--- src/inc/stepper_cfg.svh ---
// stepper_cfg.svh: offsets, field positions, reset values and timing figures
// assumes inclusion by bare name from the package and the design modules
`ifndef STEPPER_CFG_SVH
`define STEPPER_CFG_SVH

// clock and frame
`define CLK_PERIOD_NS  100
`define FRAME_LAST     5'h0f
`define FRAME_DONE     5'h10
`define HDR_LAST       5'h03
`define DATA_BITS      12
`define REG_COUNT      7
`define ADDR_LIMIT     3'h7

// register addresses
`define ADDR_CTRL      3'h0
`define ADDR_CURRENT_SCALE_AND_SAMPLING    3'h1
`define ADDR_OFF       3'h2
`define ADDR_BLANK     3'h3
`define ADDR_DECAY     3'h4
`define ADDR_STALL     3'h5
`define ADDR_DRIVE     3'h6

// reset values
`define RST_CTRL       12'h0c10
`define RST_CURRENT_SCALE_AND_SAMPLING     12'h01ff
`define RST_OFF        12'h0030
`define RST_BLANK      12'h0080
`define RST_DECAY      12'h0110
`define RST_STALL      12'h0040
`define RST_DRIVE      12'h0a59

// bits that hold state, and bits that read back
`define WM_CTRL        12'h0ffb
`define WM_CURRENT_SCALE_AND_SAMPLING      12'h07ff
`define WM_OFF         12'h01ff
`define WM_BLANK       12'h01ff
`define WM_DECAY       12'h07ff
`define WM_STALL       12'h0fff
`define WM_DRIVE       12'h0fff
`define RM_CURRENT_SCALE_AND_SAMPLING      12'h03ff

// field positions
`define F_ENABLE       0
`define F_REVERSE      1
`define F_ADVANCE      2
`define F_RES_HI       6
`define F_RES_LO       3
`define F_EXT_STALL    7
`define F_GAIN_HI      9
`define F_GAIN_LO      8
`define F_DEAD_HI      11
`define F_DEAD_LO      10
`define F_BYTE_HI      7
`define F_BYTE_LO      0
`define F_SMPL_HI      10
`define F_SMPL_LO      8
`define F_BYPASS       8
`define F_ADAPTIVE     8
`define F_DECAY_HI     10
`define F_DECAY_LO     8
`define F_SCNT_HI      9
`define F_SCNT_LO      8
`define F_BEMF_DIVIDER_HI      11
`define F_BEMF_DIVIDER_LO      10
`define F_OCTH_HI      1
`define F_OCTH_LO      0
`define F_OCDG_HI      3
`define F_OCDG_LO      2
`define F_TLOW_HI      5
`define F_TLOW_LO      4
`define F_THIGH_HI     7
`define F_THIGH_LO     6
`define F_ILOW_HI      9
`define F_ILOW_LO      8
`define F_IHIGH_HI     11
`define F_IHIGH_LO     10

// codes
`define RES_LAST       4'h8
`define DEC_SLOW       3'h0
`define DEC_SLOW_MIX   3'h1
`define DEC_FAST       3'h2
`define DEC_MIXED      3'h3
`define DEC_SLOW_AUTO  3'h4
`define DEC_AUTO       3'h5
`define BLANK_MIN      8'h32

// timing and scale figures
`define DEAD0_NS       400
`define DEAD1_NS       450
`define DEAD2_NS       650
`define DEAD3_NS       850
`define OFF_STEP_NS    500
`define MIX_STEP_NS    500
`define DEGLITCH_NS    1000
`define SMPL0_US       11'h032
`define SMPL1_US       11'h064
`define SMPL2_US       11'h0c8
`define SMPL3_US       11'h12c
`define SMPL4_US       11'h190
`define SMPL5_US       11'h258
`define SMPL6_US       11'h320
`define SMPL7_US       11'h3e8
`define GAIN_BASE      6'h05
`define BEMF_DIVIDER_MAX_LOG2  3'h5
`define OCTH_STEP_MV   10'h0fa
`define GATE_BASE_NS   11'h0fa
`define ILOW_STEP_MA   9'h064
`define IHIGH_STEP_MA  8'h32
`define CEIL_CYC(t, p) (((t) + (p) - 1) / (p))

`endif

--- src/inc/stepper_pkg.sv ---
// stepper_pkg: types shared by the configuration bank and its users
// assumes stepper_cfg.svh on the include path
`default_nettype none
`include "stepper_cfg.svh"
package stepper_pkg;

   typedef enum logic [1:0] {DECAY_SLOW, DECAY_FAST, DECAY_MIXED, DECAY_AUTO} decay_e;

   typedef logic [`DATA_BITS-1:0] reg_word_t;

   typedef struct packed {
      logic serial_select_pin;
      logic serial_clock_pin;
      logic serial_in_pin;
   } serial_in_s;

   typedef struct packed {
      logic [3:0]  step_res_log2;
      logic        step_res_valid;
      logic        stall_external;
      logic [5:0]  sense_amp_gain;
      logic [5:0]  dead_cycles;
      logic [7:0]  current_scale;
      logic [10:0] sample_thr_us;
      logic [12:0] off_cycles;
      logic [7:0]  blank_units;
      logic        adaptive_blank_enable;
      logic [12:0] mixed_decay_cycles;
      decay_e      decay_mode;
      logic [7:0]  stall_threshold;
      logic [2:0]  bemf_div_log2;
      logic [9:0]  oc_threshold_mv;
      logic [10:0] low_gate_drive_ns;
      logic [10:0] high_gate_drive_ns;
      logic [8:0]  low_gate_peak_ma;
      logic [7:0]  high_gate_peak_ma;
   } motor_cfg_s;

   typedef struct packed {
      reg_word_t [`REG_COUNT-1:0] regs;
      logic                       sclk_q;
      logic [4:0]                 bit_cnt;
      logic [14:0]                shift;
      logic                       rd;
      reg_word_t                  rdat;
      logic                       sdo;
      logic                       advance;
      logic [3:0]                 stall_cnt;
      logic                       stall;
      logic [11:0]                oc_cnt;
      logic                       oc_event;
   } bank_state_s;

endpackage : stepper_pkg
`default_nettype wire

--- src/pin_filter.sv ---
// pin_filter: three-stage sampler for pins from outside the clk domain
// assumes pins may change at any time; a change counts once stages two and three agree
`default_nettype none
module pin_filter #(
   parameter int          WIDTH       = 1,
   parameter logic [31:0] RESET_LEVEL = 32'h0000_0000
) (
   // clock and reset
   input  wire logic             clk,
   input  wire logic             resetn,
   // pins and filtered levels
   input  wire logic [WIDTH-1:0] pin_raw,
   output logic      [WIDTH-1:0] level
);

   typedef struct packed {
      logic [WIDTH-1:0] s1;
      logic [WIDTH-1:0] s2;
      logic [WIDTH-1:0] s3;
      logic [WIDTH-1:0] level;
   } filt_state_s;

   localparam filt_state_s ST_RESET = '{
      s1: RESET_LEVEL[WIDTH-1:0], s2: RESET_LEVEL[WIDTH-1:0],
      s3: RESET_LEVEL[WIDTH-1:0], level: RESET_LEVEL[WIDTH-1:0]};

   filt_state_s st_reg;
   filt_state_s st_next;

   if (WIDTH < 1 || WIDTH > 32) begin : g_check
      $error("pin_filter width out of range");
   end

   always_comb begin
      st_next       = st_reg;
      st_next.s1    = pin_raw;
      st_next.s2    = st_reg.s1;
      st_next.s3    = st_reg.s2;
      // per bit: take stage three where two and three agree
      st_next.level = (st_reg.s3 & ~(st_reg.s2 ^ st_reg.s3))
                    | (st_reg.level & (st_reg.s2 ^ st_reg.s3));
   end

   always_ff @(posedge clk or negedge resetn) begin
      if (!resetn) begin
         st_reg <= ST_RESET;
      end else begin
         st_reg <= st_next;
      end
   end

   assign level = st_reg.level;

endmodule : pin_filter
`default_nettype wire

--- src/stepper_driver_config_regs.sv ---
// stepper_driver_config_regs: serial-programmed configuration bank of the predriver
// assumes host frames of 16 link clocks under select; stall and overcurrent
// comparators, indexer and bridge logic share clk
//
// Operation
// - motor enable 0 keeps the power stage off; 1 enables drive
// - reverse heading 0 passes direction pin; 1 inverts it
// - writing 1 to bit 2 advances indexer one step; self-clearing, 0 ignored
// - 4-bit resolution code: full step up to 1/256; codes above 1000 reserved
// - stall source bit 7 picks internal (0) or external (1) stall detection
// - sense gain codes 00..11 give 5, 10, 20, 40
// - dead time codes give 400, 450, 650, 850 ns; default 11
// - 8-bit current scale for both bridges; resets to maximum
// - sample threshold codes give 50..1000 us; default 100 us
// - current scale register bit 10 is write-only and reads zero
// - off time is (code+1) times 500 ns
// - bypass bit 8 drives bridges from input pins, else from the indexer
// - blanking in 20 ns steps, codes up to 0x32 give 1 us
// - adaptive blanking bit 8 enables adaptive blanking
// - mixed decay transition time in 500 ns steps; default 0x10
// - decay codes: slow, fast, mixed, auto; 110 and 111 reserved
// - codes 001 and 100 slow on rise, mixed or auto on fall, indexer only
// - stall asserted after 1, 2, 4 or 8 steps below threshold
// - back EMF divider codes give 1/32, 1/16, 1/8, 1/4
// - overcurrent counts only after the deglitch time of 1 to 8 us
// - gate drive times 250 ns to 2 us; default 01
// - gate peak currents: sink 100..400 mA, source 50..200 mA
// - frame is 16 bits: rw, 3 address, 12 data; select held high
// - reads use address only, ignore data bits, answer on serial out
// - reset loads every register with its default fields
`default_nettype none
`include "stepper_cfg.svh"
module stepper_driver_config_regs
   import stepper_pkg::*;
#(
   parameter int CLK_NS = `CLK_PERIOD_NS
) (
   // clock and reset
   input  wire logic       clk,
   input  wire logic       resetn,
   // serial link
   input  wire serial_in_s serial_pins,
   output logic            serial_out_pin,
   // motor pins
   input  wire logic       dir_pin,
   input  wire logic [3:0] bridge_input_pins,
   // on-chip motor logic
   input  wire logic [3:0] indexer_drive,
   input  wire logic       current_rising,
   input  wire logic       bemf_step,
   input  wire logic       bemf_below,
   input  wire logic       bemf_valid_n,
   input  wire logic       oc_over,
   // controls
   output logic            power_stage_en,
   output logic            heading,
   output logic            advance_pulse,
   output logic [3:0]      bridge_drive,
   output logic            stall_out_pin_n,
   output logic            oc_event,
   output motor_cfg_s      cfg
);

   localparam int DEAD0_CYC = `CEIL_CYC(`DEAD0_NS, CLK_NS);
   localparam int DEAD1_CYC = `CEIL_CYC(`DEAD1_NS, CLK_NS);
   localparam int DEAD2_CYC = `CEIL_CYC(`DEAD2_NS, CLK_NS);
   localparam int DEAD3_CYC = `CEIL_CYC(`DEAD3_NS, CLK_NS);
   localparam int OFF_CYC   = `CEIL_CYC(`OFF_STEP_NS, CLK_NS);
   localparam int MIX_CYC   = `CEIL_CYC(`MIX_STEP_NS, CLK_NS);
   localparam int DEG_CYC   = `CEIL_CYC(`DEGLITCH_NS, CLK_NS);

   localparam reg_word_t [`REG_COUNT-1:0] WMASK = {
      `WM_DRIVE, `WM_STALL, `WM_DECAY, `WM_BLANK, `WM_OFF, `WM_CURRENT_SCALE_AND_SAMPLING, `WM_CTRL};
   localparam reg_word_t [`REG_COUNT-1:0] RMASK = {
      `WM_DRIVE, `WM_STALL, `WM_DECAY, `WM_BLANK, `WM_OFF, `RM_CURRENT_SCALE_AND_SAMPLING, `WM_CTRL};
   localparam bank_state_s ST_RESET = '{
      regs: {`RST_DRIVE, `RST_STALL, `RST_DECAY, `RST_BLANK,
             `RST_OFF, `RST_CURRENT_SCALE_AND_SAMPLING, `RST_CTRL},
      default: '0};

   if (CLK_NS < 20 || CLK_NS > 400) begin : g_check
      $error("clock period outside what the timing counts can serve");
   end

   bank_state_s st_reg;
   bank_state_s st_next;
   logic [2:0]  ser_lvl;
   logic [4:0]  pin_lvl;
   logic        sel_f;
   logic        sclk_f;
   logic        sdi_f;
   logic        take_bit;
   logic        hdr_load;
   logic [2:0]  hdr_addr;
   reg_word_t   read_word;
   logic [15:0] frame_word;
   logic        wr_commit;
   logic [2:0]  wr_addr;
   reg_word_t   wr_data;
   logic [3:0]  stall_steps;
   logic [11:0] oc_lim;
   reg_word_t   ctrl;
   reg_word_t   current_scale_and_sampling;
   reg_word_t   offr;
   reg_word_t   blank;
   reg_word_t   decay;
   reg_word_t   stall;
   reg_word_t   drive;

   // pins from the host and the board
   pin_filter #(
      .WIDTH       (3),
      .RESET_LEVEL (32'h0000_0000)
   ) u_serial_filter (
      .clk     (clk),
      .resetn  (resetn),
      .pin_raw (serial_pins),
      .level   (ser_lvl)
   );

   pin_filter #(
      .WIDTH       (5),
      .RESET_LEVEL (32'h0000_0000)
   ) u_motor_filter (
      .clk     (clk),
      .resetn  (resetn),
      .pin_raw ({dir_pin, bridge_input_pins}),
      .level   (pin_lvl)
   );

   assign sel_f  = ser_lvl[2];
   assign sclk_f = ser_lvl[1];
   assign sdi_f  = ser_lvl[0];

   assign ctrl   = st_reg.regs[`ADDR_CTRL];
   assign current_scale_and_sampling = st_reg.regs[`ADDR_CURRENT_SCALE_AND_SAMPLING];
   assign offr   = st_reg.regs[`ADDR_OFF];
   assign blank  = st_reg.regs[`ADDR_BLANK];
   assign decay  = st_reg.regs[`ADDR_DECAY];
   assign stall  = st_reg.regs[`ADDR_STALL];
   assign drive  = st_reg.regs[`ADDR_DRIVE];

   // frame decode
   assign take_bit   = sel_f & sclk_f & ~st_reg.sclk_q
                     & (st_reg.bit_cnt < `FRAME_DONE);
   assign frame_word = {st_reg.shift, sdi_f};
   assign hdr_load   = take_bit & (st_reg.bit_cnt == `HDR_LAST);
   assign hdr_addr   = frame_word[2:0];
   assign read_word  = (hdr_addr < `ADDR_LIMIT)
                     ? (st_reg.regs[hdr_addr] & RMASK[hdr_addr])
                     : '0;
   assign wr_addr    = frame_word[14:12];
   assign wr_data    = frame_word[11:0];
   assign wr_commit  = take_bit & (st_reg.bit_cnt == `FRAME_LAST)
                     & ~st_reg.rd & (wr_addr < `ADDR_LIMIT);

   assign stall_steps = 4'(4'h1 << stall[`F_SCNT_HI:`F_SCNT_LO]);
   assign oc_lim      = 12'(DEG_CYC << drive[`F_OCDG_HI:`F_OCDG_LO]);

   always_comb begin
      st_next         = st_reg;
      st_next.advance = 1'b0;
      st_next.sclk_q  = sclk_f;
      // serial frame
      if (!sel_f) begin
         st_next.bit_cnt = '0;
         st_next.rd      = 1'b0;
         st_next.sdo     = 1'b0;
      end else if (take_bit) begin
         st_next.shift   = frame_word[14:0];
         st_next.bit_cnt = 5'(st_reg.bit_cnt + 5'h01);
         if (hdr_load) begin
            st_next.rd   = frame_word[3];
            st_next.sdo  = frame_word[3] & read_word[`DATA_BITS-1];
            st_next.rdat = {read_word[`DATA_BITS-2:0], 1'b0};
         end else if (st_reg.rd && st_reg.bit_cnt < `FRAME_LAST) begin
            st_next.sdo  = st_reg.rdat[`DATA_BITS-1];
            st_next.rdat = {st_reg.rdat[`DATA_BITS-2:0], 1'b0};
         end else begin
            st_next.sdo  = 1'b0;
         end
         if (wr_commit) begin
            st_next.regs[wr_addr] = wr_data & WMASK[wr_addr];
            if (wr_addr == `ADDR_CTRL) begin
               st_next.advance = wr_data[`F_ADVANCE];
            end
         end
      end
      // internal stall counting
      if (ctrl[`F_EXT_STALL]) begin
         st_next.stall_cnt = '0;
         st_next.stall     = 1'b0;
      end else if (bemf_step) begin
         if (bemf_below) begin
            if (st_reg.stall_cnt < stall_steps) begin
               st_next.stall_cnt = 4'(st_reg.stall_cnt + 4'h1);
            end
            if (4'(st_reg.stall_cnt + 4'h1) >= stall_steps) begin
               st_next.stall = 1'b1;
            end
         end else begin
            st_next.stall_cnt = '0;
            st_next.stall     = 1'b0;
         end
      end
      // overcurrent deglitch
      if (oc_over) begin
         if (st_reg.oc_cnt <= oc_lim) begin
            st_next.oc_cnt = 12'(st_reg.oc_cnt + 12'h001);
         end
         st_next.oc_event = (st_reg.oc_cnt >= oc_lim);
      end else begin
         st_next.oc_cnt   = '0;
         st_next.oc_event = 1'b0;
      end
   end

   always_ff @(posedge clk or negedge resetn) begin
      if (!resetn) begin
         st_reg <= ST_RESET;
      end else begin
         st_reg <= st_next;
      end
   end

   // controls toward the power stage
   assign serial_out_pin  = st_reg.sdo;
   assign power_stage_en  = ctrl[`F_ENABLE];
   assign heading         = pin_lvl[4] ^ ctrl[`F_REVERSE];
   assign advance_pulse   = st_reg.advance;
   assign bridge_drive    = !ctrl[`F_ENABLE] ? 4'h0 :
                            offr[`F_BYPASS] ? pin_lvl[3:0] :
                            indexer_drive;
   assign stall_out_pin_n = ctrl[`F_EXT_STALL] ? bemf_valid_n
                                               : ~st_reg.stall;
   assign oc_event        = st_reg.oc_event;

   // decoded configuration
   always_comb begin
      cfg                = '0;
      cfg.step_res_log2  = ctrl[`F_RES_HI:`F_RES_LO];
      cfg.step_res_valid = (ctrl[`F_RES_HI:`F_RES_LO] <= `RES_LAST);
      cfg.stall_external = ctrl[`F_EXT_STALL];
      cfg.sense_amp_gain = 6'(`GAIN_BASE << ctrl[`F_GAIN_HI:`F_GAIN_LO]);
      case (ctrl[`F_DEAD_HI:`F_DEAD_LO])
         2'h0:    cfg.dead_cycles = 6'(DEAD0_CYC);
         2'h1:    cfg.dead_cycles = 6'(DEAD1_CYC);
         2'h2:    cfg.dead_cycles = 6'(DEAD2_CYC);
         default: cfg.dead_cycles = 6'(DEAD3_CYC);
      endcase
      cfg.current_scale = current_scale_and_sampling[`F_BYTE_HI:`F_BYTE_LO];
      case (current_scale_and_sampling[`F_SMPL_HI:`F_SMPL_LO])
         3'h0:    cfg.sample_thr_us = `SMPL0_US;
         3'h1:    cfg.sample_thr_us = `SMPL1_US;
         3'h2:    cfg.sample_thr_us = `SMPL2_US;
         3'h3:    cfg.sample_thr_us = `SMPL3_US;
         3'h4:    cfg.sample_thr_us = `SMPL4_US;
         3'h5:    cfg.sample_thr_us = `SMPL5_US;
         3'h6:    cfg.sample_thr_us = `SMPL6_US;
         default: cfg.sample_thr_us = `SMPL7_US;
      endcase
      cfg.off_cycles = 13'((32'(offr[`F_BYTE_HI:`F_BYTE_LO]) + 1) * OFF_CYC);
      cfg.blank_units = (blank[`F_BYTE_HI:`F_BYTE_LO] < `BLANK_MIN)
                      ? `BLANK_MIN : blank[`F_BYTE_HI:`F_BYTE_LO];
      cfg.adaptive_blank_enable = blank[`F_ADAPTIVE];
      cfg.mixed_decay_cycles = 13'(32'(decay[`F_BYTE_HI:`F_BYTE_LO]) * MIX_CYC);
      case (decay[`F_DECAY_HI:`F_DECAY_LO])
         `DEC_SLOW:      cfg.decay_mode = DECAY_SLOW;
         `DEC_FAST:      cfg.decay_mode = DECAY_FAST;
         `DEC_MIXED:     cfg.decay_mode = DECAY_MIXED;
         `DEC_AUTO:      cfg.decay_mode = DECAY_AUTO;
         `DEC_SLOW_MIX:  cfg.decay_mode = (offr[`F_BYPASS] || current_rising)
                                        ? DECAY_SLOW : DECAY_MIXED;
         `DEC_SLOW_AUTO: cfg.decay_mode = (offr[`F_BYPASS] || current_rising)
                                        ? DECAY_SLOW : DECAY_AUTO;
         default:        cfg.decay_mode = DECAY_SLOW;
      endcase
      cfg.stall_threshold = stall[`F_BYTE_HI:`F_BYTE_LO];
      cfg.bemf_div_log2 = 3'(`BEMF_DIVIDER_MAX_LOG2 - 3'(stall[`F_BEMF_DIVIDER_HI:`F_BEMF_DIVIDER_LO]));
      cfg.oc_threshold_mv = 10'((10'(drive[`F_OCTH_HI:`F_OCTH_LO]) + 10'h001)
                          * `OCTH_STEP_MV);
      cfg.low_gate_drive_ns  = 11'(`GATE_BASE_NS << drive[`F_TLOW_HI:`F_TLOW_LO]);
      cfg.high_gate_drive_ns = 11'(`GATE_BASE_NS << drive[`F_THIGH_HI:`F_THIGH_LO]);
      cfg.low_gate_peak_ma   = 9'((9'(drive[`F_ILOW_HI:`F_ILOW_LO]) + 9'h001)
                             * `ILOW_STEP_MA);
      cfg.high_gate_peak_ma  = 8'((8'(drive[`F_IHIGH_HI:`F_IHIGH_LO]) + 8'h01)
                             * `IHIGH_STEP_MA);
   end
endmodule : stepper_driver_config_regs
`default_nettype wire

--- config.mk ---
export PLATFORM = sky130hd
export DESIGN_NAME = stepper_driver_config_regs
export DESIGN_NICKNAME = d
export VERILOG_FILES = /design/src/inc/stepper_pkg.sv /design/src/pin_filter.sv /design/src/stepper_driver_config_regs.sv
export VERILOG_INCLUDE_DIRS = /design/src /design/src/inc
export SDC_FILE = /design/constraint.sdc
export NUM_CORES = 1
export LEC_CHECK = 0
export ABC_AREA = 1
export BUFFER_PORTS_ARGS = -buffer_cell sky130_fd_sc_hd__buf_2
export CORE_MARGIN = 3
export CORE_UTILIZATION = 40
export DETAILED_ROUTE_END_ITERATION = 16
export PLACE_DENSITY = 0.62
export SYNTH_ARGS = -nofsm -noshare
export SYNTH_HDL_FRONTEND = slang
export SYNTH_HIERARCHICAL = 1
export SYNTH_SLANG_ARGS = --single-unit
--- constraint.sdc ---
create_clock -name clk -period 3 [get_ports clk]
set_input_delay 0.45 -clock clk [delete_from_list [all_inputs] [get_ports clk]]
set_output_delay 0.45 -clock clk [all_outputs]
set_load 0.1 [all_outputs]
### Word-level counts from Yosys, hierarchy flattened

Memory sizes are Yosys's and may differ from the RTL's.
Cells that the tools add are included.

* order comparisons: 13
* add/sub/neg operators: 8
* reductions and logical operators: 14
* multiply operators: 5
* equal/unequal tests: 20
* bitwise operators: 24
* shift operators: 5
* muxes and demuxes: 35

Operators with widths (number)
* bitwise mux 84 bit: 1
* 2-to-1 mux 12 bit: 7
* case mux 10 bit (7 select lines): 1
* binary-select mux 12 bit (select 3 bit): 1
* demux 12 bit (select 3 bit): 1
* 2-to-1 mux 35 bit: 1
* 2-to-1 mux 13 bit: 2
* AND 12 bit: 2
* << shifter 8 x 2 -> 11 bit (first input constant): 2
* 2-to-1 mux 5 bit: 4
* == test 3 bit (second input constant): 5
* multiplier 3 x 5 -> 7 bit (second input constant): 2
* adder 12 x 1 -> 12 bit (second input constant): 1
* == test 3 x 2 -> 1 bit (second input constant): 4
* >= comparator 12 bit: 1
* <= comparator 12 bit: 1
* multiplier 9 x 3 -> 12 bit (second input constant): 1
* 2-to-1 mux 4 bit: 3
* case mux 4 bit (3 select lines): 1
* << shifter 4 x 2 -> 12 bit (first input constant): 1
* multiplier 8 x 3 -> 11 bit (second input constant): 1
* AND 5 bit: 2
* case mux 2 bit (5 select lines): 1
* adder 2 x 1 -> 3 bit (second input constant): 3
* other kinds (44): 75

* register bits after elaboration: 170
* output and inout port bits: 144
* memories kept: 2
* memory bits (read-only): 192
* logic and storage cells: 152

Memories
* (name not given): words 8, width 12, rd ports 1, clocked after Yosys merged registers in 0, write ports 0, RTL line stepper_driver_config_regs.sv:183 `st_next.regs[wr_addr] = wr_data & WMASK[wr_addr];`
* (name not given): words 8, width 12, rd ports 1, clocked after Yosys merged registers in 0, write ports 0, RTL line stepper_driver_config_regs.sv:150 `? (st_reg.regs[hdr_addr] & RMASK[hdr_addr])`

### Depth between registers and ports, before layout

* depth in word-level cells: 9
* mapped depth: 17

### Modules after synthesis

The synthesis kept the hierarchy.

By module, submodules not included
* stepper_driver_config_regs: times used 1, seq. area each 3358.2 µm², area each 8423.1 µm², cells an instance 1087
* pin_filter at u_motor_filter: times used 1, seq. area each 500.5 µm², area each 619.3 µm², cells an instance 45
* pin_filter at u_serial_filter: times used 1, seq. area each 300.3 µm², area each 371.6 µm², cells an instance 27

### Least setup slack after synthesis

Ideal clock, no wire load.

* path kind: register -> output
* start point: register st_reg, in the netlist current_scale_and_sampling[10]
* end point: output cfg[103] (netlist name)
* arrival: 4.706 ns
* path buffers: 0
* cell stages (with the launch flop): 4
* path slack: -2.156 ns
* path through: dfrtp_1 > inv_1 > o21ai_0 > o21ai_0

RTL lines
* start: declaration: RTL line stepper_driver_config_regs.sv:85 `bank_state_s st_reg;`
* start signal: assignment: RTL line stepper_driver_config_regs.sv:222 `st_reg <= st_next;`
* end: declaration: RTL line stepper_driver_config_regs.sv:61 `output motor_cfg_s cfg`

==> results.txt <==
Worst Skew - 10.22 ps
Final Power - 0.005624 W
switch share - 0.3315
first-pass GRT wire length - 39,030 um
most frequent cell after synthesis - nand2_1
I/O Pins - 163
Inserted Clock Buffers - 17
critical path data arrival time - 2960 ps
hold crit path type - input port to asynchronous set/reset pin
die span in x - 159.4 um
failing checks - negative setup slack
cells after synthesis - 1,159
WL per Instance - 15.14 um
grt ovf - 0
Post-synth EDFFs - 0
critical path startpoint category - register
nets - 1,383
initial antenna violation count - 0
Yosys cell types - 39
Via density - 4.940
max_cap viols - 0
port bufs - 145
R2R Path End - st_reg[5]
top cell type's share of synthesized area - 0.3748
CTS max path bufs - 2
cells taking the most area after synthesis - dfrtp_1, nand2_1, ha_1
crit end category - output port
Critical Path Fanout Max - 3
vias in the first global route - 7,312
clk root buf - clkbuf_16
Post-Route Setup TNS - -2592 ps
layout cells sized above 1 - 0.2900
largest net degree at the start of global routing - 65
FP Rows - 55
Final ANT Viol Nets - 0
core area - 22,920 sq um
filler cell count - 2,163
CP required - 2550 ps
minimum clock period - 3411 ps
CTS tree - done
hold violation total from the final report - 0
type of the worst setup path - register to output port
Fmax - 293.1 MHz
post-DP HPWL - 17,960 um
reg-to-reg startpoint - drive[2]
Comb power frac - 0.188
reg2reg setup slack - 720 ps
final critical-path share of the clock period - 1.137
peak supply drop - 0.0003768 V
Clock Power Share - 0.380
status - finished, violations left
Synth Register Bits - 165
ant diodes - 0
Largest register FFs - 35
Post-synth ARST share - 1.000
Leak - 5.831 nW
P_sw - 0.001865 W
vias - 8,038
Synth Warn # - 6
clk_lat worst skew - 430 ps
slack of the critical path - -411.4 ps
multi-input logic area - 4990 sq um
internal power - 0.003760 W
Die Height - 159.4 um
Least-Margin Pin Slew - 777.4 ps
Final Setup Violations - 9
sequential fraction of the synthesis area - 0.4418
initial drt markers - 539
Worst-path clk slew - 70 ps
sequential cell area - 4164 sq um
Initial Utilization - 0.4108
pwr/cell area - 467.7 nW/um^2
Avg Cell Area, Syn - 8.123 sq um
die area - 25,410 sq um
number of H-tree levels - 4
routability cong. - 0.8734
Seq pwr share - 0.433
area leader, netlist - dfrtp_1
synth cell count leaders - nand2_1, dfrtp_1, inv_1
Slew HR - 0.4773
Global Route Usage Sum - 0.1905
max-slew violations - 0
RSZ-0062 raised after global routing - true
number of cells on the worst reg-to-reg path - 10
Area Growth Syn to Fin - 27.75%
Main synth FF type - dfrtp_1
# clock sinks - 165
Remaining DRCs - 0
mapped cell area - 9414 sq um
DRT Pass-1 Iters - 5
drt total wl - 24,630 um
how the worst max path moves through the flow:
stage	startpoint	to	slack, ps
floorplan	drive[0]	cfg[47]	-770
global placement	offr[4]	cfg[94]	-10
detailed placement	offr[4]	cfg[94]	-7
CTS	offr[0]	cfg[94]	-380
global route	offr[0]	cfg[94]	-590
finish	offr[0]	cfg[93]	-410
critical path, cell delays in order (launching register included):
cell and delay [ps]:
dfrtp_1 400, buf_6 130, clkinvlp_4 130, nor2_4 150, xor2_2 180, buf_4 150
ha_4 190, ha_4 160, fa_2 400, a21oi_4 170, buf_6 130, xor2_4 160
buf_12 190
per-stage QoR:
step	hold slack [ps]	area (sq um)	utilization	worst slack, ps	std cells
3_5_place_dp	334.7	10970	0.4787	-6.857	1575
2_1_floorplan	154.4	9920	-	-767.4	1174
6_report	16.82	12030	0.5248	-411.4	1627
3_3_place_gp	332.3	10970	0.4787	-14.64	1575
4_1_cts	31.62	11740	0.5123	-380.9	1618
5_1_grt	63.05	12030	0.5248	-593.3	1627
power by group through the flow:
stage	clock network, W	logic (W)	registers, W
2_1_floorplan	0	0.000739	0.00242
3_3_place_gp	0	0.00104	0.00247
3_5_place_dp	0	0.00105	0.00247
4_1_cts	0.00217	0.00105	0.00243
5_1_grt	0.00228	0.00116	0.00245
6_report	0.00214	0.00106	0.00243
layer usage:
metal / track usage / share of wire / up-vias
met5: 0 / 0 / -
met4: 0.05690 / 0.020 / 0
met3: 0.03460 / 0.061 / 32
met2: 0.3031 / 0.47 / 277
met1: 0.2665 / 0.45 / 3786
li1: - / - / 3943
cell usage in the layout (no fill, tap or decap), drive strengths merged, types with 4 or more instances in the layout:
| cell type | synthesis | layout |
|---|---|---|
| or2 | 7 | 7 |
| o21ai | 135 | 135 |
| o211ai | 13 | 13 |
| conb | 2 | 17 |
| xnor2 | 12 | 12 |
| clkinvlp | 0 | 10 |
| nor2 | 113 | 113 |
| dfstp | 24 | 24 |
| o31ai | 4 | 4 |
| dfrtp | 141 | 141 |
| fa | 4 | 4 |
| inv | 117 | 117 |
| nand2 | 289 | 289 |
| a21oi | 34 | 34 |
| xor2 | 17 | 17 |
| nor3 | 8 | 8 |
| buf | 80 | 202 |
| ha | 59 | 59 |
| clkbuf | 14 | 19 |
| nand4 | 16 | 16 |
| nand3 | 61 | 61 |
kinds of logic after synthesis:
group | share of synthesized area
AOI/OAI and AO/OA | 0.1111
DFF | 0.4418
other | 0.0007977
xor gates and xnor gates | 0.02698
and+or+nand+nor | 0.2216
adders and majority gates | 0.08692
buffers and inverters | 0.1108
final cells by class:
cell class / count / area share
clock inverters: 13 / 0.01155
clock buffers: 19 / 0.03600
inverters: 118 / 0.03901
multi-input cells: 797 / 0.4149
repair buffers: 202 / 0.1197
well taps: 313 / 0.03256
flip-flops and latches: 165 / 0.3462
what timing repair did:
action,CTS,global route
resized for setup,25,47
gates cloned,0,0
hold buffers,0,0
buffers inserted,12,10
endpoints found under the setup margin,12,13
pin swaps,27,26
Note: power is estimated with default switching activity, not from simulation.
